File: src/epw_defs.svh
// register offsets, field positions and reset values of the enhanced pwm block
// Functional notes
// - pwm_mode_control bits 1:0 pick output polarity per pin pair.
// - period timer flag sets as each new pwm period begins.
// - after reset every pwm pin is high impedance until software enables it.
// - duty is duty_high_byte plus two low bits from mode bits 5:4.
// - half-bridge inserts deadband of seven-bit delay count.
// - shutdown_control holds source, two pair states and event status.
// - bit 7 of restart register enables auto-restart when cause clears.
// - sleep freezes timer and state; driven pins keep their value.
// - primary idle keeps primary clock; other modes use their own clock.
// - primary clock failure with monitor: internal run, fail flag, internal clock.
// - any reset forces pins input and all registers to reset values.
// - mode bits 7:6 pick output configuration and direction.
// - small package: pair b/d states and deadband bits read zero.
// - after event status clears, output resumes at next period start.
// - writes to event status ignored while shutdown condition is active.
`ifndef EPW_DEFS_SVH
`define EPW_DEFS_SVH
`define EPW_ADR_MODE 4'h0
`define EPW_ADR_SHDN 4'h1
`define EPW_ADR_RSDB 4'h2
`define EPW_ADR_TCTL 4'h3
`define EPW_ADR_TCNT 4'h4
`define EPW_ADR_PLIM 4'h5
`define EPW_ADR_DUTH 4'h6
`define EPW_ADR_DUTS 4'h7
`define EPW_ADR_FLAG 4'h8
`define EPW_ADR_PDIR 4'h9
`define EPW_ADR_CLKS 4'hA
`define EPW_RST_BYTE 8'h00
`define EPW_RST_PDIR 4'hF
`define EPW_RST_PLIM 8'hFF
`define EPW_FLG_TMR 0
`define EPW_FLG_OSC 1
`define EPW_SHD_ASE 7
`define EPW_RSD_PRS 7
`define EPW_TCT_RUN 2
`define EPW_CLK_SLEEP 0
`define EPW_CLK_IDLE 1
`define EPW_CLK_ALT 2
`define EPW_CLK_MON 3
`endif

File: src/epw_pkg.sv
// types of the enhanced pwm block
package epw_pkg;
  typedef enum logic [1:0] {
    EPW_CFG_SINGLE,
    EPW_CFG_FWD,
    EPW_CFG_HALF,
    EPW_CFG_REV
  } epw_cfg_t;
  typedef enum logic [1:0] {
    EPW_SRC_PRIMARY,
    EPW_SRC_ALT,
    EPW_SRC_INTERNAL,
    EPW_SRC_STOPPED
  } epw_clk_t;
endpackage

File: src/epw_sync.sv
// three-stage pin synchroniser with agreement filter
`timescale 1ns/10ps
module epw_sync #(
  parameter int W = 1
) (
  input wire logic mclk_i,
  input wire logic sys_rst_i,
  input wire logic [W-1:0] async_i,
  output logic [W-1:0] level_o
);
  logic [W-1:0] s1_q;
  logic [W-1:0] s2_q;
  logic [W-1:0] s3_q;
  // shift chain; first stage read only by second
  always_ff @(posedge mclk_i) begin
    if (sys_rst_i) begin
      s1_q <= '0;
      s2_q <= '0;
      s3_q <= '0;
      level_o <= '0;
    end else begin
      s1_q <= async_i;
      s2_q <= s1_q;
      s3_q <= s2_q;
      for (int i = 0; i < W; i++) begin
        if (s2_q[i] == s3_q[i]) begin
          level_o[i] <= s3_q[i];
        end
      end
    end
  end
endmodule

File: src/epw_top.sv
// enhanced pwm generator with wishbone register slave
`timescale 1ns/10ps
`include "epw_defs.svh"
module epw_top #(
  parameter bit SMALL_PKG = 1'b0
) (
  input wire logic mclk_i,
  input wire logic sys_rst_i,
  input wire logic wb_cyc_i,
  input wire logic wb_stb_i,
  input wire logic wb_we_i,
  input wire logic [3:0] wb_adr_i,
  input wire logic [3:0] wb_sel_i,
  input wire logic [31:0] wb_dat_i,
  output logic [31:0] wb_dat_o,
  output logic wb_ack_o,
  input wire logic [2:0] fault_i,
  input wire logic sleep_i,
  input wire logic primary_idle_i,
  input wire logic alt_clk_en_i,
  input wire logic int_clk_en_i,
  input wire logic clk_monitor_en_i,
  input wire logic primary_fail_i,
  output logic [3:0] pwm_o,
  output logic [3:0] pwm_oe_o,
  output logic period_timer_flag_o,
  output logic oscillator_fail_flag_o,
  output logic internal_osc_run_o
);
  logic [7:0] mode_q;
  logic [7:0] shdn_q;
  logic [7:0] rsdb_q;
  logic [7:0] tctl_q;
  logic [7:0] tcnt_q;
  logic [7:0] plim_q;
  logic [7:0] duth_q;
  logic [7:0] duts_q;
  logic [3:0] pdir_q;
  logic [1:0] dlow_q;
  logic [3:0] pre_q;
  logic [1:0] sub_q;
  logic [6:0] db_q;
  logic [6:0] db_now;
  logic act_q;
  logic act_d;
  logic tick;
  logic run_en;
  logic wr;
  logic [2:0] flt;
  logic [2:0] flt_mon;
  logic fault_now;
  logic [9:0] cnt10;
  logic [9:0] duty10;
  logic raw;
  logic raw_prev_q;
  logic [3:0] drv;
  logic [3:0] hiz;
  logic period_end;
  logic [1:0] mon_q;
  epw_pkg::epw_clk_t src;
  epw_pkg::epw_cfg_t cfg;

  epw_sync #(
    .W(3)
  ) u_sync (
    .mclk_i(mclk_i),
    .sys_rst_i(sys_rst_i),
    .async_i(fault_i),
    .level_o(flt)
  );

  // fault source decode by source select
  function automatic logic fault_sel(input logic [2:0] sel, input logic [2:0] f);
    case (sel)
      3'h1: fault_sel = f[1];
      3'h2: fault_sel = f[2];
      3'h3: fault_sel = f[1] | f[2];
      3'h4: fault_sel = f[0];
      3'h5: fault_sel = f[0] | f[1];
      3'h6: fault_sel = f[0] | f[2];
      3'h7: fault_sel = |f;
      default: fault_sel = 1'b0;
    endcase
  endfunction

  assign flt_mon = flt;
  assign fault_now = fault_sel(shdn_q[6:4], flt_mon);
  assign wr = wb_cyc_i & wb_stb_i & wb_we_i & ~wb_ack_o & wb_sel_i[0];
  assign cfg = epw_pkg::epw_cfg_t'(mode_q[7:6]);

  // timer clock source per power mode
  always_comb begin
    if (sleep_i) begin
      src = epw_pkg::EPW_SRC_STOPPED;
    end else if (internal_osc_run_o) begin
      src = epw_pkg::EPW_SRC_INTERNAL;
    end else if (primary_idle_i) begin
      src = epw_pkg::EPW_SRC_PRIMARY;
    end else if (alt_clk_en_i) begin
      src = epw_pkg::EPW_SRC_ALT;
    end else begin
      src = epw_pkg::EPW_SRC_PRIMARY;
    end
  end

  // timer input enable from the selected source
  always_comb begin
    case (src)
      epw_pkg::EPW_SRC_PRIMARY: run_en = 1'b1;
      epw_pkg::EPW_SRC_ALT: run_en = alt_clk_en_i;
      epw_pkg::EPW_SRC_INTERNAL: run_en = int_clk_en_i;
      default: run_en = 1'b0;
    endcase
  end

  // prescale divider: 1, 4 or 16
  always_ff @(posedge mclk_i) begin
    if (sys_rst_i) begin
      pre_q <= 4'h0;
    end else if (run_en && tctl_q[`EPW_TCT_RUN]) begin
      pre_q <= pre_q + 4'h1;
    end
  end
  always_comb begin
    case (tctl_q[1:0])
      2'h0: tick = run_en & tctl_q[`EPW_TCT_RUN];
      2'h1: tick = run_en & tctl_q[`EPW_TCT_RUN] & (pre_q[1:0] == 2'h3);
      default: tick = run_en & tctl_q[`EPW_TCT_RUN] & (pre_q == 4'hF);
    endcase
  end

  assign period_end = tick & (sub_q == 2'h3) & (tcnt_q == plim_q);
  assign cnt10 = {tcnt_q, sub_q};
  assign duty10 = {duts_q, dlow_q};

  // period timer with quarter-step sub count
  always_ff @(posedge mclk_i) begin
    if (sys_rst_i) begin
      tcnt_q <= `EPW_RST_BYTE;
      sub_q <= 2'h0;
    end else if (wr && wb_adr_i == `EPW_ADR_TCNT) begin
      tcnt_q <= wb_dat_i[7:0];
      sub_q <= 2'h0;
    end else if (tick) begin
      sub_q <= sub_q + 2'h1;
      if (sub_q == 2'h3) begin
        tcnt_q <= (tcnt_q == plim_q) ? 8'h00 : tcnt_q + 8'h01;
      end
    end
  end

  // latch duty at period start into shadow
  always_ff @(posedge mclk_i) begin
    if (sys_rst_i) begin
      duts_q <= `EPW_RST_BYTE;
      dlow_q <= 2'h0;
    end else if (period_end) begin
      duts_q <= duth_q;
      dlow_q <= mode_q[5:4];
    end
  end

  assign raw = (cnt10 < duty10) && (mode_q[3:2] == 2'h3);

  // deadband left in this cycle; an edge of raw reloads the full delay at once
  assign db_now = (raw != raw_prev_q) ? (SMALL_PKG ? 7'h00 : rsdb_q[6:0]) : db_q;

  // deadband counter; the edge cycle is already the first delay cycle
  always_ff @(posedge mclk_i) begin
    if (sys_rst_i) begin
      db_q <= 7'h00;
      raw_prev_q <= 1'b0;
    end else if (run_en) begin
      raw_prev_q <= raw;
      db_q <= (db_now != 7'h00) ? db_now - 7'h01 : 7'h00;
    end
  end

  // output steering per configuration
  always_comb begin
    drv = 4'h0;
    case (cfg)
      epw_pkg::EPW_CFG_SINGLE: drv = {raw, raw, raw, raw};
      epw_pkg::EPW_CFG_FWD: drv = {raw, 1'b0, 1'b0, 1'b1};
      epw_pkg::EPW_CFG_HALF: drv = {1'b0, 1'b0, ~raw & (db_now == 7'h00), raw & (db_now == 7'h00)};
      epw_pkg::EPW_CFG_REV: drv = {1'b0, 1'b1, raw, 1'b0};
      default: drv = 4'h0;
    endcase
  end

  // shutdown event status with set-over-clear
  always_ff @(posedge mclk_i) begin
    if (sys_rst_i) begin
      act_q <= 1'b0;
    end else if (fault_now) begin
      act_q <= 1'b1;
    end else if (wr && wb_adr_i == `EPW_ADR_SHDN) begin
      act_q <= act_q; // resume waits for period start
    end else if (period_end) begin
      act_q <= shdn_q[`EPW_SHD_ASE];
    end
  end

  // pin levels and enables, held in sleep
  always_ff @(posedge mclk_i) begin
    if (sys_rst_i) begin
      pwm_o <= 4'h0;
      pwm_oe_o <= 4'h0;
    end else if (!sleep_i) begin
      for (int i = 0; i < 4; i++) begin
        if (act_q) begin
          case (i[0] ? shdn_q[1:0] : shdn_q[3:2])
            2'h0: pwm_o[i] <= 1'b0;
            2'h1: pwm_o[i] <= 1'b1;
            default: pwm_o[i] <= 1'b0;
          endcase
        end else begin
          pwm_o[i] <= drv[i] ^ (i[0] ? mode_q[0] : mode_q[1]);
        end
      end
      pwm_oe_o <= ~pdir_q & ~hiz;
    end
  end
  always_comb begin
    for (int i = 0; i < 4; i++) begin
      hiz[i] = act_q & (i[0] ? shdn_q[1] : shdn_q[3]);
    end
  end

  // registers and status flags
  always_ff @(posedge mclk_i) begin
    if (sys_rst_i) begin
      mode_q <= `EPW_RST_BYTE;
      shdn_q <= `EPW_RST_BYTE;
      rsdb_q <= `EPW_RST_BYTE;
      tctl_q <= `EPW_RST_BYTE;
      plim_q <= `EPW_RST_PLIM;
      duth_q <= `EPW_RST_BYTE;
      pdir_q <= `EPW_RST_PDIR;
      period_timer_flag_o <= 1'b0;
      oscillator_fail_flag_o <= 1'b0;
      internal_osc_run_o <= 1'b0;
      mon_q <= 2'h0;
    end else begin
      mon_q <= {mon_q[0], clk_monitor_en_i & primary_fail_i};
      if (mon_q[1]) begin
        internal_osc_run_o <= 1'b1;
      end
      if (wr) begin
        case (wb_adr_i)
          `EPW_ADR_MODE: mode_q <= wb_dat_i[7:0];
          `EPW_ADR_SHDN: shdn_q <= {shdn_q[7], wb_dat_i[6:2], SMALL_PKG ? 2'h0 : wb_dat_i[1:0]};
          `EPW_ADR_RSDB: rsdb_q <= {wb_dat_i[7], SMALL_PKG ? 7'h00 : wb_dat_i[6:0]};
          `EPW_ADR_TCTL: tctl_q <= wb_dat_i[7:0];
          `EPW_ADR_PLIM: plim_q <= wb_dat_i[7:0];
          `EPW_ADR_DUTH: duth_q <= wb_dat_i[7:0];
          `EPW_ADR_PDIR: pdir_q <= wb_dat_i[3:0];
          default: ;
        endcase
      end
      // event status: fault sets, restart clears, guarded write
      if (fault_now) begin
        shdn_q[`EPW_SHD_ASE] <= 1'b1;
      end else if (rsdb_q[`EPW_RSD_PRS] && shdn_q[`EPW_SHD_ASE] && !act_q) begin
        shdn_q[`EPW_SHD_ASE] <= 1'b0;
      end else if (rsdb_q[`EPW_RSD_PRS] && act_q && shdn_q[6:4] != 3'h0) begin
        shdn_q[`EPW_SHD_ASE] <= 1'b0;
      end else if (wr && wb_adr_i == `EPW_ADR_SHDN) begin
        shdn_q[`EPW_SHD_ASE] <= wb_dat_i[7];
      end
      // flags: hardware set wins over software clear
      if (period_end) begin
        period_timer_flag_o <= 1'b1;
      end else if (wr && wb_adr_i == `EPW_ADR_FLAG && wb_dat_i[`EPW_FLG_TMR]) begin
        period_timer_flag_o <= 1'b0;
      end
      if (mon_q[1] && !internal_osc_run_o) begin
        oscillator_fail_flag_o <= 1'b1;
      end else if (wr && wb_adr_i == `EPW_ADR_FLAG && wb_dat_i[`EPW_FLG_OSC]) begin
        oscillator_fail_flag_o <= 1'b0;
      end
    end
  end

  // wishbone ack and read data
  always_ff @(posedge mclk_i) begin
    if (sys_rst_i) begin
      wb_ack_o <= 1'b0;
      wb_dat_o <= 32'h0000_0000;
    end else begin
      wb_ack_o <= wb_cyc_i & wb_stb_i & ~wb_ack_o;
      wb_dat_o <= 32'h0000_0000;
      case (wb_adr_i)
        `EPW_ADR_MODE: wb_dat_o[7:0] <= mode_q;
        `EPW_ADR_SHDN: wb_dat_o[7:0] <= shdn_q;
        `EPW_ADR_RSDB: wb_dat_o[7:0] <= rsdb_q;
        `EPW_ADR_TCTL: wb_dat_o[7:0] <= tctl_q;
        `EPW_ADR_TCNT: wb_dat_o[7:0] <= tcnt_q;
        `EPW_ADR_PLIM: wb_dat_o[7:0] <= plim_q;
        `EPW_ADR_DUTH: wb_dat_o[7:0] <= duth_q;
        `EPW_ADR_DUTS: wb_dat_o[7:0] <= duts_q;
        `EPW_ADR_FLAG: wb_dat_o[1:0] <= {oscillator_fail_flag_o, period_timer_flag_o};
        `EPW_ADR_PDIR: wb_dat_o[3:0] <= pdir_q;
        `EPW_ADR_CLKS: wb_dat_o[3:0] <= {clk_monitor_en_i, internal_osc_run_o, primary_idle_i, sleep_i};
        default: wb_dat_o <= 32'h0000_0000;
      endcase
    end
  end
endmodule

File: config.mk
export PLATFORM = sky130hd
export DESIGN_NAME = epw_top
export DESIGN_NICKNAME = d
export VERILOG_FILES = /design/src/epw_pkg.sv /design/src/epw_sync.sv /design/src/epw_top.sv
export VERILOG_INCLUDE_DIRS = /design/src
export SDC_FILE = /design/constraint.sdc
export NUM_CORES = 1
export LEC_CHECK = 0
export BUFFER_PORTS_ARGS = -buffer_cell sky130_fd_sc_hd__buf_2
export CORE_UTILIZATION = 48
export DETAILED_ROUTE_END_ITERATION = 6
export PLACE_DENSITY = 0.75
export REMOVE_ABC_BUFFERS = 1
export SYNTH_ARGS = -nofsm -noshare
export SYNTH_HDL_FRONTEND = slang
export SYNTH_SLANG_ARGS = --single-unit
File: constraint.sdc
create_clock -name mclk_i -period 4.4 [get_ports mclk_i]
set_input_delay 0.66 -clock mclk_i [delete_from_list [all_inputs] [get_ports mclk_i]]
set_output_delay 0.66 -clock mclk_i [all_outputs]
set_load 0.03 [all_outputs]
==> flow_summary.ini <==
[outcome]
status = complete, no violations

[grt]
grt_pass1_wl_um = 25800
grt_start_max_net_pins = 66
grt_util_all_layers_pct = 25.6
grt_use_met1_pct = 31.7
grt_pass1_vias = 5153
grt_remaining_overflow = 0
busiest_layer = met2
met2_usage_pct = 42.3
grt_use_met3_pct = 6.54
antenna_found_initial = 0

[critical_path]
setup.worst_path.start_class = flip-flop
worstPathBufferInverterCount = 0
worstPathRequired_ns = 4.67
crit_start = tcnt_q[4]
r2r-start = tcnt_q[4]
cpPeakStageDelay_ns = 0.58
cp_common_cell = mux2i_1
cpLargestDelayFamily = simple AND/OR/NAND/NOR gates
path_depth = 15
rr_worst_depth = 15
cp_max_fo = 9
r2r_end = pwm_o[1]
path_class = reg2reg
ff2ff_setup_slack_ns = 0.37
cp.arrival_ns = 4.30
cp_slowest_cell = or4_4
worst_setup_path_end_kind = flip-flop
crit_chain = ha_1 > nand4_1 > a211oi_1 > or4_4 > nor2_8 > xnor2_2 > mux2i_1 > ha_1 > or3b_2 > nor4_4 > mux2i_1 > nor3b_1 > mux2i_1 > xor2_1 > o32ai_1

[floorplanning]
dieArea_um2 = 13200
core_area_um2 = 12200
die_y_um = 115
row_count = 40
die_w_um = 115
start_util_pct = 50.0
io_pins = 98

[routing]
drt-total-wl_um = 16200
drt-initial-drc-count = 441
routed_via_density = 5.89
first_pass_iters = 5
detail_route.wl_per_cell_um = 17.9
num_vias = 5347
postRouteAntennaNets = 0
drcViolationCount = 0

[timing]
finalSetupViolCount = 0
relSlewSlack_pct = 28.4
worst_pin_slew_ns = 1.07
clock.fmax_mhz = 248
finalSetupTns_ns = 0
whs_ns = 0.433
period_share_pct = 91.6
min_period_ns = 4.03
grt_setup_unrepaired = false
fin_worst_skew_ns = 0.00715
setup_ws_ns = 0.370
hold_viol = 0
drv_slew = 0

[place]
placement.setup.worst_slack_ns = 0.427
place_inst = 876
hpwl_um = 11000
io_buffers = 45
placed_cell_area_um2 = 6390
gp_congestion = 0.903

[layout]
fillCellCount = 1046
nets = 794
area_growth_syn_to_layout_pct = 14.9
post-route-util_pct = 57.4
final_common_cell = dfxtp_1
final_cell_mix = 119 x dfxtp_1, 92 x nor2_1, 64 x mux2i_1
drive_gt1_share_pct = 15.3
antenna_cells = 0
fin_area_um2 = 7020
fin_cells = 908

[cts]
cts_resized = 0
cts_buffer_depth = 2
cts_made_buffers = 17
hold_buffers = 0
cts.sinks = 119
clk_pin_slew_ns = 0.06
cts_tree = built
clock-root-buffer = clkbuf_16
post-cts-setup-buffer-count = 0
insertion_delay_ns = 0.42
htreeDepth = 4

[synth]
synth_area_leader_cell = dfxtp_1
synthCells = 694
synth_ff_type = dfxtp_1
synth.avg_cell_area_um2 = 8.80
syn_area_um2 = 6110
ys.warnings.count = 0
synth_top_area_share_pct = 39.0
async_flop_share_pct = 0
synth-edff-count = 0
netlist-cell-type-count = 65
ys_ff_latch = 119
ys_top_cells_by_area = dfxtp_1 39%, mux2i_1 10%, nor2_1 5.7%
synth_seq_area_share_pct = 39.0

[pwr]
p_comb_share_pct = 13.5
power_switching_uw = 797
p_leak_nw = 2.65
p_seq_share_pct = 37.9
power.share.clock_pct = 48.5
switching_share_pct = 26.7
p_int_mw = 2.18
vdd_ir_drop_max_mv = 0.268
total_power_mw = 2.98
powerDensity_nw_per_um2 = 425

[hold_path]
whs_path_depth = 1
min_from = u_sync.s1_q[2]
whs_endpoint = u_sync.s2_q[2]
worstHoldPathType = reg2reg

[flow_run]
cap_violations = 0
==> cells by family after synthesis <==
kind of cell | share of synthesized area [%]
AOI/OAI and AO/OA | 14.6
DFF | 39.0
adders and majority gates | 2.66
other | 0.0614
buffers and inverters | 6.82
xor gates and xnor gates | 3.13
and+or+nand+nor | 20.0
muxes | 13.6
==> power by group through the flow <==
stage          sequential, mW  clock [mW]  combinational, mW
4_1_cts                  1.13        1.45              0.400
5_1_grt                  1.13        1.51              0.441
2_1_floorplan            1.16           0              0.245
6_report                 1.13        1.45              0.404
3_3_place_gp             1.15           0              0.384
3_5_place_dp             1.15           0              0.397
==> cell type report <==
| cell class | instances | area (µm²) | share of cell area (%) |
|---|---|---|---|
| clock buffer | 19 | 453 | 6.46 |
| inverter | 18 | 67.6 | 0.963 |
| multi-input combinational | 512 | 3400 | 48.5 |
| tap | 168 | 210 | 3.00 |
| sequential | 119 | 2380 | 34.0 |
| clock inverter | 13 | 170 | 2.43 |
| timing repair buffer | 59 | 333 | 4.74 |
==> routing by layer <==
metal,vias up,part of all wire [%],wire [µm]
met1,2559,42,6750
met4,2,2.7,441
met2,257,47,7610
met3,49,8.6,1400
met5,-,0.25,40
li1,2480,-,-
==> worst max path at each step <==
stage          endpoint  slack, ns
6_report       pwm_o[1]       0.37
5_1_grt        pwm_o[1]       0.12
4_1_cts        pwm_o[1]       0.38
3_5_place_dp   pwm_o[1]       0.43
3_3_place_gp   pwm_o[1]       0.53
2_1_floorplan  pwm_o[1]       0.50
==> Yosys cell counts, types with 5 or more instances <==
master / count
a211o_1: 13
a211oi_1: 14
a21oi_1: 32
a22oi_1: 5
a31oi_1: 9
buf_4: 24
clkbuf_1: 37
dfxtp_1: 119
ha_1: 13
inv_1: 18
mux2i_1: 64
mux4_2: 6
nand2_1: 41
nand2b_1: 10
nand3_1: 12
nand4_1: 6
nor2_1: 92
nor2b_1: 29
nor3_1: 24
o21ai_0: 24
o22ai_1: 7
or3_1: 5
xnor2_1: 12
xor2_1: 8
==> state kept, by name (all words and copies together), names as in the netlist, 4 cells and up <==
| signal | count |
|---|---|
| plim_q | 8 |
| rsdb_q | 8 |
| pdir_q | 4 |
| duth_q | 8 |
| mode_q | 8 |
| pre_q | 4 |
| duts_q | 8 |
| pwm_oe_o | 4 |
| tctl_q | 8 |
| pwm_o | 4 |
| wb_dat_o | 8 |
| shdn_q | 8 |
| tcnt_q | 8 |
| db_q | 7 |
(Power assumes the default switching activity.)
